**config.mk**
```make
export PLATFORM = sky130hd
export DESIGN_NAME = mdm_master
export DESIGN_NICKNAME = d
export VERILOG_FILES = /design/src/mdm_pkg.sv /design/src/mdm_clk_if.sv /design/src/mdm_mdc_gen.sv /design/src/mdm_master.sv
export SDC_FILE = /design/constraint.sdc
export NUM_CORES = 1
export LEC_CHECK = 0
export ABC_AREA = 1
export BUFFER_PORTS_ARGS = -buffer_cell sky130_fd_sc_hd__clkbuf_2
export CORE_UTILIZATION = 55
export DETAILED_ROUTE_END_ITERATION = 10
export HOLD_SLACK_MARGIN = 0.12
export PLACE_DENSITY = 0.77
export RECOVER_POWER = 100
export SLEW_MARGIN = 20
export SYNTH_ARGS = -nofsm -noshare
export SYNTH_HDL_FRONTEND = slang
export SYNTH_SLANG_ARGS = --single-unit
```
**constraint.sdc**
```tcl
create_clock -name clk -period 1.9 [get_ports clk]
set_input_delay 0.285 -clock clk [delete_from_list [all_inputs] [get_ports clk]]
set_output_delay 0.285 -clock clk [all_outputs]
set_load 0.02 [all_outputs]
```
**src/mdm_pkg.sv**
```systemverilog
// constants shared by the management master design files
package mdm_pkg;

    // byte register indices on the byte register port
    localparam logic [2:0] IDX_CMD_B1 = 3'h0;
    localparam logic [2:0] IDX_CMD_B2 = 3'h1;
    localparam logic [2:0] IDX_CMD_B3 = 3'h2;
    localparam logic [2:0] IDX_CMD_B4 = 3'h3;
    localparam logic [2:0] IDX_RES_LO = 3'h4;
    localparam logic [2:0] IDX_RES_HI = 3'h5;
    localparam logic [2:0] IDX_RES_B2 = 3'h6;
    localparam logic [2:0] IDX_RES_B3 = 3'h7;

    // command word field positions
    localparam int CMD_START_BIT = 31;
    localparam int CMD_DIR_BIT   = 26;
    localparam int CMD_PHY_LSB   = 21;
    localparam int CMD_REG_LSB   = 16;
    localparam int CMD_DATA_LSB  = 0;

    // reset values
    localparam logic [31:0] CMD_RST = 32'h0000_0000;
    localparam logic [15:0] RES_RST = 16'h0000;

    // frame layout, bit positions counted from the first preamble bit
    localparam logic [5:0]  FRM_START_POS = 6'h20;
    localparam logic [5:0]  FRM_OP_POS    = 6'h22;
    localparam logic [5:0]  FRM_TA_POS    = 6'h2e;
    localparam logic [5:0]  FRM_DATA_POS  = 6'h30;
    localparam logic [5:0]  FRM_LAST_POS  = 6'h3f;
    localparam logic [31:0] FRM_PREAMBLE  = 32'hffff_ffff;
    localparam logic [1:0]  FRM_START     = 2'h1;
    localparam logic [1:0]  FRM_OP_WR     = 2'h1;
    localparam logic [1:0]  FRM_OP_RD     = 2'h2;
    localparam logic [1:0]  FRM_TA_WR     = 2'h2;

    // timing of the sourced management clock
    localparam int CLK_PERIOD_NS = 100;
    localparam int MDC_PERIOD_NS = 800;
    localparam int MDC_HALF_CYC  = MDC_PERIOD_NS / (2 * CLK_PERIOD_NS);
    localparam int DIV_W         = 3;

endpackage

```
**src/mdm_clk_if.sv**
```systemverilog
// management clock edge events between the clock unit and the frame engine
`timescale 1ns/1ps
interface mdm_clk_if;
    logic run;
    logic ext_mode;
    logic mdc_rise;
    logic mdc_fall;

    // clock unit side
    modport gen (
        input  run,
        input  ext_mode,
        output mdc_rise,
        output mdc_fall
    );

    // frame engine side
    modport eng (
        output run,
        output ext_mode,
        input  mdc_rise,
        input  mdc_fall
    );
endinterface

```
**src/mdm_mdc_gen.sv**
```systemverilog
// management clock source and edge finder for an external clock
`timescale 1ns/1ps
module mdm_mdc_gen (
    // clock and reset
    input  wire logic clk,
    input  wire logic rst_n,
    // management clock pin
    input  wire logic mdc_i,
    output logic      mdc_o,
    // edge events
    mdm_clk_if.gen    ck
);
    localparam logic [mdm_pkg::DIV_W-1:0] HALF_LAST =
        mdm_pkg::DIV_W'(mdm_pkg::MDC_HALF_CYC - 1);

    logic [2:0]                mdc_sync_r;
    logic                      mdc_lvl_r;
    logic [mdm_pkg::DIV_W-1:0] div_r;
    logic                      ext_rise;
    logic                      ext_fall;
    logic                      int_tog;

    // three stage sampler, a level counts once stages two and three agree
    always_ff @(posedge clk or negedge rst_n) begin
        if (!rst_n) begin
            mdc_sync_r <= 3'h0;
            mdc_lvl_r  <= 1'b0;
        end else begin
            mdc_sync_r <= {mdc_sync_r[1:0], mdc_i};
            if (mdc_sync_r[1] == mdc_sync_r[2]) begin
                mdc_lvl_r <= mdc_sync_r[2];
            end
        end
    end

    // edges of the filtered external clock and of the divider
    assign ext_rise = (mdc_sync_r[1] == mdc_sync_r[2]) && mdc_sync_r[2] && !mdc_lvl_r;
    assign ext_fall = (mdc_sync_r[1] == mdc_sync_r[2]) && !mdc_sync_r[2] && mdc_lvl_r;
    assign int_tog  = ck.run && (div_r == HALF_LAST);

    // divider from the system clock, held low between frames and when sourced outside
    always_ff @(posedge clk or negedge rst_n) begin
        if (!rst_n) begin
            div_r <= '0;
            mdc_o <= 1'b0;
        end else if (!ck.run || ck.ext_mode) begin
            div_r <= '0;
            mdc_o <= 1'b0;
        end else if (int_tog) begin
            div_r <= '0;
            mdc_o <= !mdc_o;
        end else begin
            div_r <= div_r + 1'b1;
        end
    end

    // one cycle edge events for the selected clock source
    always_ff @(posedge clk or negedge rst_n) begin
        if (!rst_n) begin
            ck.mdc_rise <= 1'b0;
            ck.mdc_fall <= 1'b0;
        end else if (ck.ext_mode) begin
            ck.mdc_rise <= ext_rise;
            ck.mdc_fall <= ext_fall;
        end else begin
            ck.mdc_rise <= int_tog && !mdc_o;
            ck.mdc_fall <= int_tog && mdc_o;
        end
    end
endmodule

```
**src/mdm_master.sv**
```systemverilog
// phy management master: byte command registers and serial frame engine
//
// Overview of operation
// command word is 32 bits, built from four byte registers written in order
// lowest two command bytes give the 16 data bits sent on a write
// third byte is command bits 23:16, fourth byte is bits 31:24
// command bits 25:21 give the phy address field of the frame
// command bits 20:16 give the register address field of the frame
// command bit 26 set means write, clear means read
// writing one to bit 31 starts; it reads one until transfer completes
// up to 32 phys, each with up to 32 registers, are addressable
// read data is captured into result bits 7:0 and 15:8
// result bits 30:16 always read as zero
// result bit 31 flags a failed read; software then discards the data
// a frame starts with preamble, then start bits zero then one
// opcode is zero one for write and one zero for read
// turnaround: master drives one zero on writes, releases first bit on reads
// on writes the master drives the data line for the whole frame
// on reads the master releases the line from turnaround; phy drives data
// management clock pin is an output when sourced, an input otherwise
// one master serves phys on both ports, chosen only by address
// sourced clock is divided from system clock; data sampled on rising edge
// 32 preamble ones, then fields in order, data most significant bit first
// command writes are ignored while busy; fields latch at transfer start
`timescale 1ns/1ps
module mdm_master (
    // clock and reset
    input  wire logic       clk,
    input  wire logic       rst_n,
    // byte register port
    input  wire logic [2:0] reg_sel,
    input  wire logic       reg_wr,
    input  wire logic [7:0] reg_wdata,
    output logic      [7:0] reg_rdata,
    // configuration and state
    input  wire logic       mdc_src_sel,
    output logic            xfer_busy,
    // management clock pin
    input  wire logic       mdc_i,
    output logic            mdc_o,
    output logic            mdc_oe,
    // management data pin
    input  wire logic       mdio_i,
    output logic            mdio_o,
    output logic            mdio_oe
);
    mdm_clk_if ck ();

    logic [31:0] cmd_r;
    logic        busy_r;
    logic        rd_op_r;
    logic        pend_r;
    logic [5:0]  bit_cnt_r;
    logic [63:0] tx_r;
    logic [2:0]  mdio_sync_r;
    logic        mdio_lvl_r;
    logic [15:0] rx_r;
    logic        ta_bad_r;
    logic [15:0] res_r;
    logic        err_r;
    logic        start;
    logic        last_rise;
    logic [5:0]  bit_cnt_nxt;
    logic [63:0] frame;

    // register write decode, shared by every command byte and the start
    function automatic logic sel_hit(input logic wr, input logic [2:0] sel,
                                     input logic [2:0] idx);
        sel_hit = wr && (sel == idx);
    endfunction

    // serial frame from a command word, first bit at the top
    function automatic logic [63:0] build_frame(input logic [31:0] cmd);
        logic [1:0] op;
        logic [1:0] ta;
        op = cmd[mdm_pkg::CMD_DIR_BIT] ? mdm_pkg::FRM_OP_WR : mdm_pkg::FRM_OP_RD;
        ta = cmd[mdm_pkg::CMD_DIR_BIT] ? mdm_pkg::FRM_TA_WR : 2'h3;
        build_frame = {mdm_pkg::FRM_PREAMBLE, mdm_pkg::FRM_START, op, // see R12
                       cmd[mdm_pkg::CMD_PHY_LSB +: 5],                // see R4 see R8
                       cmd[mdm_pkg::CMD_REG_LSB +: 5],
                       ta,
                       cmd[mdm_pkg::CMD_DATA_LSB +: 16]};
    endfunction

    // start on a fourth byte write with its top bit set while idle
    assign start       = sel_hit(reg_wr, reg_sel, mdm_pkg::IDX_CMD_B4) &&
                         reg_wdata[7] && !busy_r;
    assign frame       = build_frame({reg_wdata, cmd_r[23:0]});       // see R3
    assign last_rise   = busy_r && ck.mdc_rise && (bit_cnt_r == mdm_pkg::FRM_LAST_POS);
    assign bit_cnt_nxt = bit_cnt_r + 6'h01;
    assign ck.run      = busy_r;

    // clock source and edge finder
    mdm_mdc_gen u_mdc (
        .clk   (clk),
        .rst_n (rst_n),
        .mdc_i (mdc_i),
        .mdc_o (mdc_o),
        .ck    (ck)
    );

    // clock pin direction follows the source select
    always_ff @(posedge clk or negedge rst_n) begin
        if (!rst_n) begin
            mdc_oe      <= 1'b0;
            ck.ext_mode <= 1'b1;
        end else begin
            mdc_oe      <= mdc_src_sel;
            ck.ext_mode <= !mdc_src_sel;
        end
    end

    // four command bytes, locked while a transfer runs (see R1 see R21)
    genvar g;
    generate
        for (g = 0; g < 4; g++) begin : g_cmd
            always_ff @(posedge clk or negedge rst_n) begin
                if (!rst_n) begin
                    cmd_r[8*g +: 8] <= mdm_pkg::CMD_RST[8*g +: 8];
                end else if (!busy_r && sel_hit(reg_wr, reg_sel, 3'(g))) begin
                    cmd_r[8*g +: 8] <= reg_wdata;
                end
            end
        end
    endgenerate

    // frame engine: after a rise, step and change data on the next falling edge
    always_ff @(posedge clk or negedge rst_n) begin
        if (!rst_n) begin
            busy_r    <= 1'b0;
            rd_op_r   <= 1'b0;
            pend_r    <= 1'b0;
            bit_cnt_r <= 6'h00;
            tx_r      <= 64'h0;
            mdio_o    <= 1'b0;
            mdio_oe   <= 1'b0;
        end else if (start) begin
            busy_r    <= 1'b1;
            rd_op_r   <= !reg_wdata[mdm_pkg::CMD_DIR_BIT - 24];
            pend_r    <= 1'b0;
            bit_cnt_r <= 6'h00;
            tx_r      <= frame;
            mdio_o    <= frame[63];
            mdio_oe   <= 1'b1;
        end else if (busy_r) begin
            if (ck.mdc_rise) begin
                if (last_rise) begin
                    busy_r  <= 1'b0;
                    mdio_o  <= 1'b0;
                    mdio_oe <= 1'b0;
                end else begin
                    pend_r <= 1'b1;
                end
            end else if (ck.mdc_fall && pend_r) begin
                pend_r    <= 1'b0;
                bit_cnt_r <= bit_cnt_nxt;
                tx_r      <= {tx_r[62:0], 1'b0};
                mdio_o    <= tx_r[62];
                mdio_oe   <= !rd_op_r || (bit_cnt_nxt < mdm_pkg::FRM_TA_POS); // see R15
            end
        end
    end

    // three stage sampler of the data pin
    always_ff @(posedge clk or negedge rst_n) begin
        if (!rst_n) begin
            mdio_sync_r <= 3'h7;  // line idles high, so no false level after reset
            mdio_lvl_r  <= 1'b1;
        end else begin
            mdio_sync_r <= {mdio_sync_r[1:0], mdio_i};
            if (mdio_sync_r[1] == mdio_sync_r[2]) begin
                mdio_lvl_r <= mdio_sync_r[2];
            end
        end
    end

    // read capture on rising edges: turnaround check and data shift
    always_ff @(posedge clk or negedge rst_n) begin
        if (!rst_n) begin
            rx_r     <= 16'h0000;
            ta_bad_r <= 1'b0;
        end else if (start) begin
            ta_bad_r <= 1'b0;
        end else if (busy_r && rd_op_r && ck.mdc_rise) begin
            if (bit_cnt_r == mdm_pkg::FRM_TA_POS + 6'h01) begin
                ta_bad_r <= mdio_lvl_r;                          // see R14
            end
            if (bit_cnt_r >= mdm_pkg::FRM_DATA_POS) begin
                rx_r <= {rx_r[14:0], mdio_lvl_r};
            end
        end
    end

    // result word and error flag, updated when a read completes
    always_ff @(posedge clk or negedge rst_n) begin
        if (!rst_n) begin
            res_r <= mdm_pkg::RES_RST;
            err_r <= 1'b0;
        end else if (last_rise && rd_op_r) begin
            res_r <= {rx_r[14:0], mdio_lvl_r};
            err_r <= ta_bad_r;
        end
    end

    // registered read data
    always_ff @(posedge clk or negedge rst_n) begin
        if (!rst_n) begin
            reg_rdata <= 8'h00;
        end else begin
            case (reg_sel)
                mdm_pkg::IDX_CMD_B1: reg_rdata <= cmd_r[7:0];
                mdm_pkg::IDX_CMD_B2: reg_rdata <= cmd_r[15:8];
                mdm_pkg::IDX_CMD_B3: reg_rdata <= cmd_r[23:16];
                mdm_pkg::IDX_CMD_B4: reg_rdata <= {busy_r, cmd_r[30:24]};
                mdm_pkg::IDX_RES_LO: reg_rdata <= res_r[7:0];
                mdm_pkg::IDX_RES_HI: reg_rdata <= res_r[15:8];
                mdm_pkg::IDX_RES_B2: reg_rdata <= 8'h00;
                mdm_pkg::IDX_RES_B3: reg_rdata <= {err_r, 7'h00};
                default:             reg_rdata <= 8'h00;
            endcase
        end
    end

    // busy state toward the user
    always_ff @(posedge clk or negedge rst_n) begin
        if (!rst_n) begin
            xfer_busy <= 1'b0;
        end else begin
            xfer_busy <= busy_r || start;
        end
    end
endmodule

```
## Word-level counts from Yosys, hierarchy flattened

Cells that the tools add are included.

- Flip-flop bits (word level): 163
- Output and inout port bits: 13
- Logic and storage cells: 130
- Input port bits: 17

- Magnitude comparators: 2
- Equality and inequality tests: 15
- Bitwise logic cells: 1
- Multiplexer cells: 38
- $add $sub $neg: 2
- Reduce and logical (&&, ||, !) cells: 45

Operator list:

| cell | count |
|---|---|
| $mux W63 | 4 |
| $pmux W8 S8 | 1 |
| $mux W1 | 26 |
| $mux W6 | 4 |
| $logic_and A1 B1 Y1 | 23 |
| $eq A3 B3 Y1 const B | 4 |
| $eq A6 B6 Y1 const B | 2 |
| $reduce_and A3 Y1 | 4 |
| $reduce_bool A2 Y1 | 5 |
| $eq A3 B2 Y1 const B | 3 |
| $logic_not A1 Y1 | 7 |
| $add A6 B1 Y6 const B | 1 |
| $ge A6 B6 Y1 const B | 1 |
| $lt A6 B6 Y1 const B | 1 |
| $mux W3 | 2 |
| $ne A3 B3 Y1 const B | 2 |
| $add A3 B1 Y3 const B | 1 |
| $eq A3 B1 Y1 const B | 1 |
| $logic_not A3 Y1 | 1 |
| $logic_or A1 B1 Y1 | 3 |
| $reduce_bool A3 Y1 | 1 |
| $eq A1 B1 Y1 | 2 |
| $mux W2 | 1 |
| $ne A2 B2 Y1 const B | 1 |
| 2 further kinds | 2 |

## Longest topological paths before layout

- Word-level depth: 7
- Gate-level depth with buffers: 10
- Depth with buffers taken out: 10

## Cells and area by module

Synthesis repeated with hierarchy kept, for this count alone.

- Cells, all modules: 789
- Area total of the unflattened synthesis: 6800.3 um^2

By module, submodules not included:

| module | instances | cells each | area an instance (um^2) | seq. area each (um^2) |
|---|---|---|---|---|
| mdm_master | 1 | 751 | 6406.1 | 3834.9 |
| mdm_mdc_gen | 1 | 38 | 394.1 | 250.2 |

## Worst setup path after synthesis

No wires, ideal clock.

- Path kind: reg2reg
- Start: register bit_cnt_r[0]
- End: register res_r[10]
- Path buffers: 1
- Setup slack: 0.375 ns
- Arrival time: 1.448 ns
- Period minus slack after synthesis: 1.525 ns
- Required time: 1.823 ns
- Library setup time: 0.077 ns
- Stages on the path, launching flop included: 9
- Cell sequence: dfrtp_1 -> ha_1 -> nand3_1 -> nor2_1 -> nand2_1 -> nor2_1 -> buf_2 -> nor2_1 -> a21oi_1

- Word-level cells in the longest chain between the ends: 3

Ends and longest elaborated chain:

| what | line | RTL |
|---|---|---|
| from (decl) | mdm_master.sv:53 | `logic [5:0] bit_cnt_r;` |
| from (signal assigned) | mdm_master.sv:156 | `bit_cnt_r <= bit_cnt_nxt;` |
| $eq A6 B6 Y1 | mdm_master.sv:89 | `assign last_rise = busy_r && ck.mdc_rise && (bit_cnt_r == mdm_pkg::FRM_LAST_POS);` |
| $logic_and A1 B1 Y1 | mdm_master.sv:89 |  |
| $logic_and A1 B1 Y1 | mdm_master.sv:199 | `end else if (last_rise && rd_op_r) begin` |
| to (signal assigned) | mdm_master.sv:197 | `res_r <= mdm_pkg::RES_RST;` |
| to (signal assigned) | mdm_master.sv:200 | `res_r <= {rx_r[14:0], mdio_lvl_r};` |
| to (decl) | mdm_master.sv:59 | `logic [15:0] res_r;` |

No other way between the ends.
A chain may end at the register's enable or synchronous reset.

## Worst setup path in the final report

- Start: register busy_r
- End: register tx_r[31]

- Word-level cells in the longest chain between the ends: 4
- Elaborated cells on any way between the ends: 7
- Those cells by class: eq/ne (1); mux (1); reduce/logical (5)

Ends and longest elaborated chain:

| what | line | RTL |
|---|---|---|
| from (decl) | mdm_master.sv:50 | `logic busy_r;` |
| from (signal assigned) | mdm_master.sv:130 | `busy_r <= 1'b0;` |
| from (signal assigned) | mdm_master.sv:138 | `busy_r <= 1'b1;` |
| from (signal assigned) | mdm_master.sv:148 | `busy_r <= 1'b0;` |
| $logic_not A1 Y1 | mdm_master.sv:87 | `reg_wdata[7] && !busy_r;` |
| $logic_and A1 B1 Y1 | mdm_master.sv:87 |  |
| $ne A2 B2 Y1 (no line) or $reduce_bool A2 Y1 (tied branches) | n/a |  |
| $reduce_and A3 Y1 (no line) | n/a |  |
| to (signal assigned) | mdm_master.sv:142 | `tx_r <= frame;` |
| to (signal assigned) | mdm_master.sv:157 | `tx_r <= {tx_r[62:0], 1'b0};` |
| to (decl) | mdm_master.sv:54 | `logic [63:0] tx_r;` |

Several ways; a longest one is shown, not always the timed one.

==> summary.md <==
| Metric | Value |
|---|---|
| Port bufs | `29` |
| Number of core rows | `40` |
| I/O pins | `30` |
| Setup total negative slack | `0 ns` |
| FF+latch count, synth | `about 160` |
| Total die area | `approximately 13000 um^2` |
| Top-count cell post-synth | `nand2_1` |
| Final worst setup slack | `0.172 ns` |
| WL per Instance | `14.5 um` |
| Htree depth | `4` |
| Seq/Total Area, Yosys | `0.592` |
| Final nets | `~850` |
| Crit start category | `flop` |
| Simple-Gate Fraction of Synth Area | `0.210` |
| Relative slew margins | `0.487` |
| HPWL after DPL | `just under 10000 um` |
| Initial Util | `0.570` |
| Maximum clock path buffer count | `2` |
| Initial antenna violation count | `0` |
| Post_cts resized | `0` |
| CTS tree | `done` |
| Antenna Cells | `0` |
| Tmin final | `about 1.7 ns` |
| Critical path class | `flop to flop` |
| Layout cells sized above 1 | `0.0864` |
| Synth Warn # | `0` |
| Crit path launch | `busy_r` |
| XOR/XNOR share of the synthesized area | `0.00127` |
| Synthesized cell area | `a little under 7000 um^2` |
| Tightest Pin Transition | `0.770 ns` |
| Tightest Hold Check Type | `input pin to flop` |
| Synth cell count leaders | `nand2_1, dfrtp_1, inv_1` |
| First-pass GRT wire length | `around 25000 um` |
| Pre-CTS setup slack | `roughly 0.27 ns` |
| RSZ-0062 raised after global routing | `false` |
| Reg-to-reg critical path startpoint | `busy_r` |
| HP Start | `reg_wdata[5]` |
| Final Setup Violations | `0` |
| Worst EP required | `about 2.2 ns` |
| Power per cell area | `between 1000 and 1500 nW/um^2` |
| Drt initial violations | `roughly 410` |
| Remaining antenna violation count after routing | `0` |
| Fin crit share | `0.909` |
| Synth Area in Compound Gates | `0.115` |
| Clk_skew | `about 0.0096 ns` |
| Crit-path max FO | `25` |
| Die Wd | `between 100 and 150 um` |
| Syn_area_per_cell | `8.70 um^2` |
| Hold-fix buffers, CTS | `4` |
| Post-synth EDFFs | `0` |
| Fill count | `between 1000 and 1500` |
| Largest family of logic cells by synthesized area | `simple AND/OR/NAND/NOR gates` |
| Leading register cell type out of synthesis | `dfrtp_1` |
| # clock sinks | `approximately 160` |
| Final Hold Viols | `0` |
| Critical Path AT | `around 2.0 ns` |
| Synth Area in Adders | `0.00870` |
| Via count | `about 5300` |
| GPL Wtd Cong | `between 0.8 and 0.9` |
| Syn nets | `between 800 and 900` |
| Clock slew seen by the registers of the worst setup and hold paths | `about 0.06 ns` |
| Area added between synthesis and finish | `12.8%` |
| Clock latency at the later pin of the worst-skew pair | `around 0.43 ns` |
| Tot GR Track Use | `0.251` |
| Max Cap Viol | `0` |
| Root buffer cell | `clkbuf_16` |
| Max VDD drop | `approximately 0.77 mV` |
| Largest net degree at the start of global routing | `70` |
| Share of the synthesized area in the top cell type | `0.573` |
| DR pass1 iterations | `6` |
| Status | `finished clean` |
| Routed vias/inst | `5.24` |
| Die Span Y | `114 um` |
| Count of different cell masters after synthesis | `31` |
| Peak Freq | `~580 MHz` |
| Syn Inst Count | `approximately 790` |
| Post-synthesis mux area share | `0` |
| Post-CTS setup buffers | `0` |
| Largest cells by area after synthesis | `dfrtp_1, nand2_1, o21ai_0` |
| Inserted Clock Buffers | `17` |
| CP Capture Type | `flop` |
| Async S/R FF share, synth | `1.00` |
| Fin. max-slew vios | `0` |
| Leak | `between 3 and 4 nW` |
| Cell taking the most area after synthesis | `dfrtp_1` |
| Area of the core | `roughly 12000 um^2` |
| DRC violations left | `0` |
| Vias in the first global route | `5207` |
| Grt ovf | `0` |
| Routed WL | `14700 um` |
[metal layers]
metal / track usage / wire, um
met2: 0.405 / 7260
met5: 0 / 0
met1: 0.336 / 6360
met4: 0.104 / 272
met3: 0.0499 / 778
[layout by cell type, fill, tap and decap left out, types with 4 or more instances in the layout]
cell	count
o21ai_0	76
buf_4	5
ha_1	4
nand4_1	12
dlygate4sd3_1	4
dfrtp_1	158
clkbuf_1	17
clkinv_2	5
clkbuf_2	19
inv_1	94
a21oi_1	52
nor3_1	4
clkbuf_16	17
nor2_1	66
nand2_1	258
nand3_1	15
[cell families after synthesis]
logic type               after synthesis
AO/OA/AOI/OAI                        139
XOR/XNOR                               1
adder cells (fa/ha/maj)                5
buffers and inverters                125
flip-flops                           163
AND/OR/NAND/NOR                      360
[metrics by stage]
| stage | area [um^2] | hold WS (ns) | instances | total power, W | utilization |
|---|---|---|---|---|---|
| 2_1_floorplan | 6900 | -0.0106 | 793 | 0.00549 | - |
| 3_3_place_gp | 7320 | 0.179 | 977 | 0.00596 | 0.604 |
| 3_5_place_dp | 7320 | 0.185 | 977 | 0.00607 | 0.604 |
| 4_1_cts | 7940 | 0.154 | 1013 | 0.00949 | 0.656 |
| 5_1_grt | 7790 | 0.188 | 1013 | 0.00985 | 0.643 |
| 6_report | 7790 | 0.166 | 1013 | 0.00939 | 0.643 |
[worst max-delay path: stages, from the launching register on]
cell      delay (ns)
dfrtp_1         0.41
nor2_1          0.15
nand3_1         0.20
o21ai_2         0.14
nand2_1         0.12
clkbuf_2        0.35
nand2_1         0.14
o21ai_0         0.08
[registers in the layout (all words and copies together) (netlist names), 3 cells and up]
name,count
u_mdc.div_r,3
reg_rdata,8
mdio_sync_r,3
u_mdc.mdc_sync_r,3
res_r,16
rx_r,15
bit_cnt_r,6
cmd_r,31
tx_r,63
[cell type report]
type | count | area, um^2 | area share
Sequential cell | 163 | 4090 | 0.524
Multi-Input combinational cell | 505 | 2230 | 0.286
Clock buffer | 20 | 457 | 0.0586
Inverter | 95 | 358 | 0.0459
Timing Repair Buffer | 50 | 323 | 0.0414
Tap cell | 168 | 210 | 0.0270
Clock inverter | 12 | 129 | 0.0165
[final timing paths]
path	slack, ns	to	depth (start not counted)
max	0.17	tx_r[31]	7
min	0.17	cmd_r[5]	3
max reg2reg	0.17	tx_r[31]	7
min reg2reg	0.36	u_mdc.mdc_sync_r[1]	0
max in group asynchronous	0.36	cmd_r[21]	3
min in group asynchronous	0.46	u_mdc.div_r[0]	2
[power breakdown]
| part | total [W] | switching, W | leakage (nW) | internal (W) |
|---|---|---|---|---|
| logic | 0.00145 | 0.000953 | 1.72 | 0.000498 |
| registers | 0.00455 | 0.000447 | 1.98 | 0.00410 |
| clock network | 0.00339 | 0.00139 | 0.283 | 0.00200 |
(Power assumes the default switching activity.)
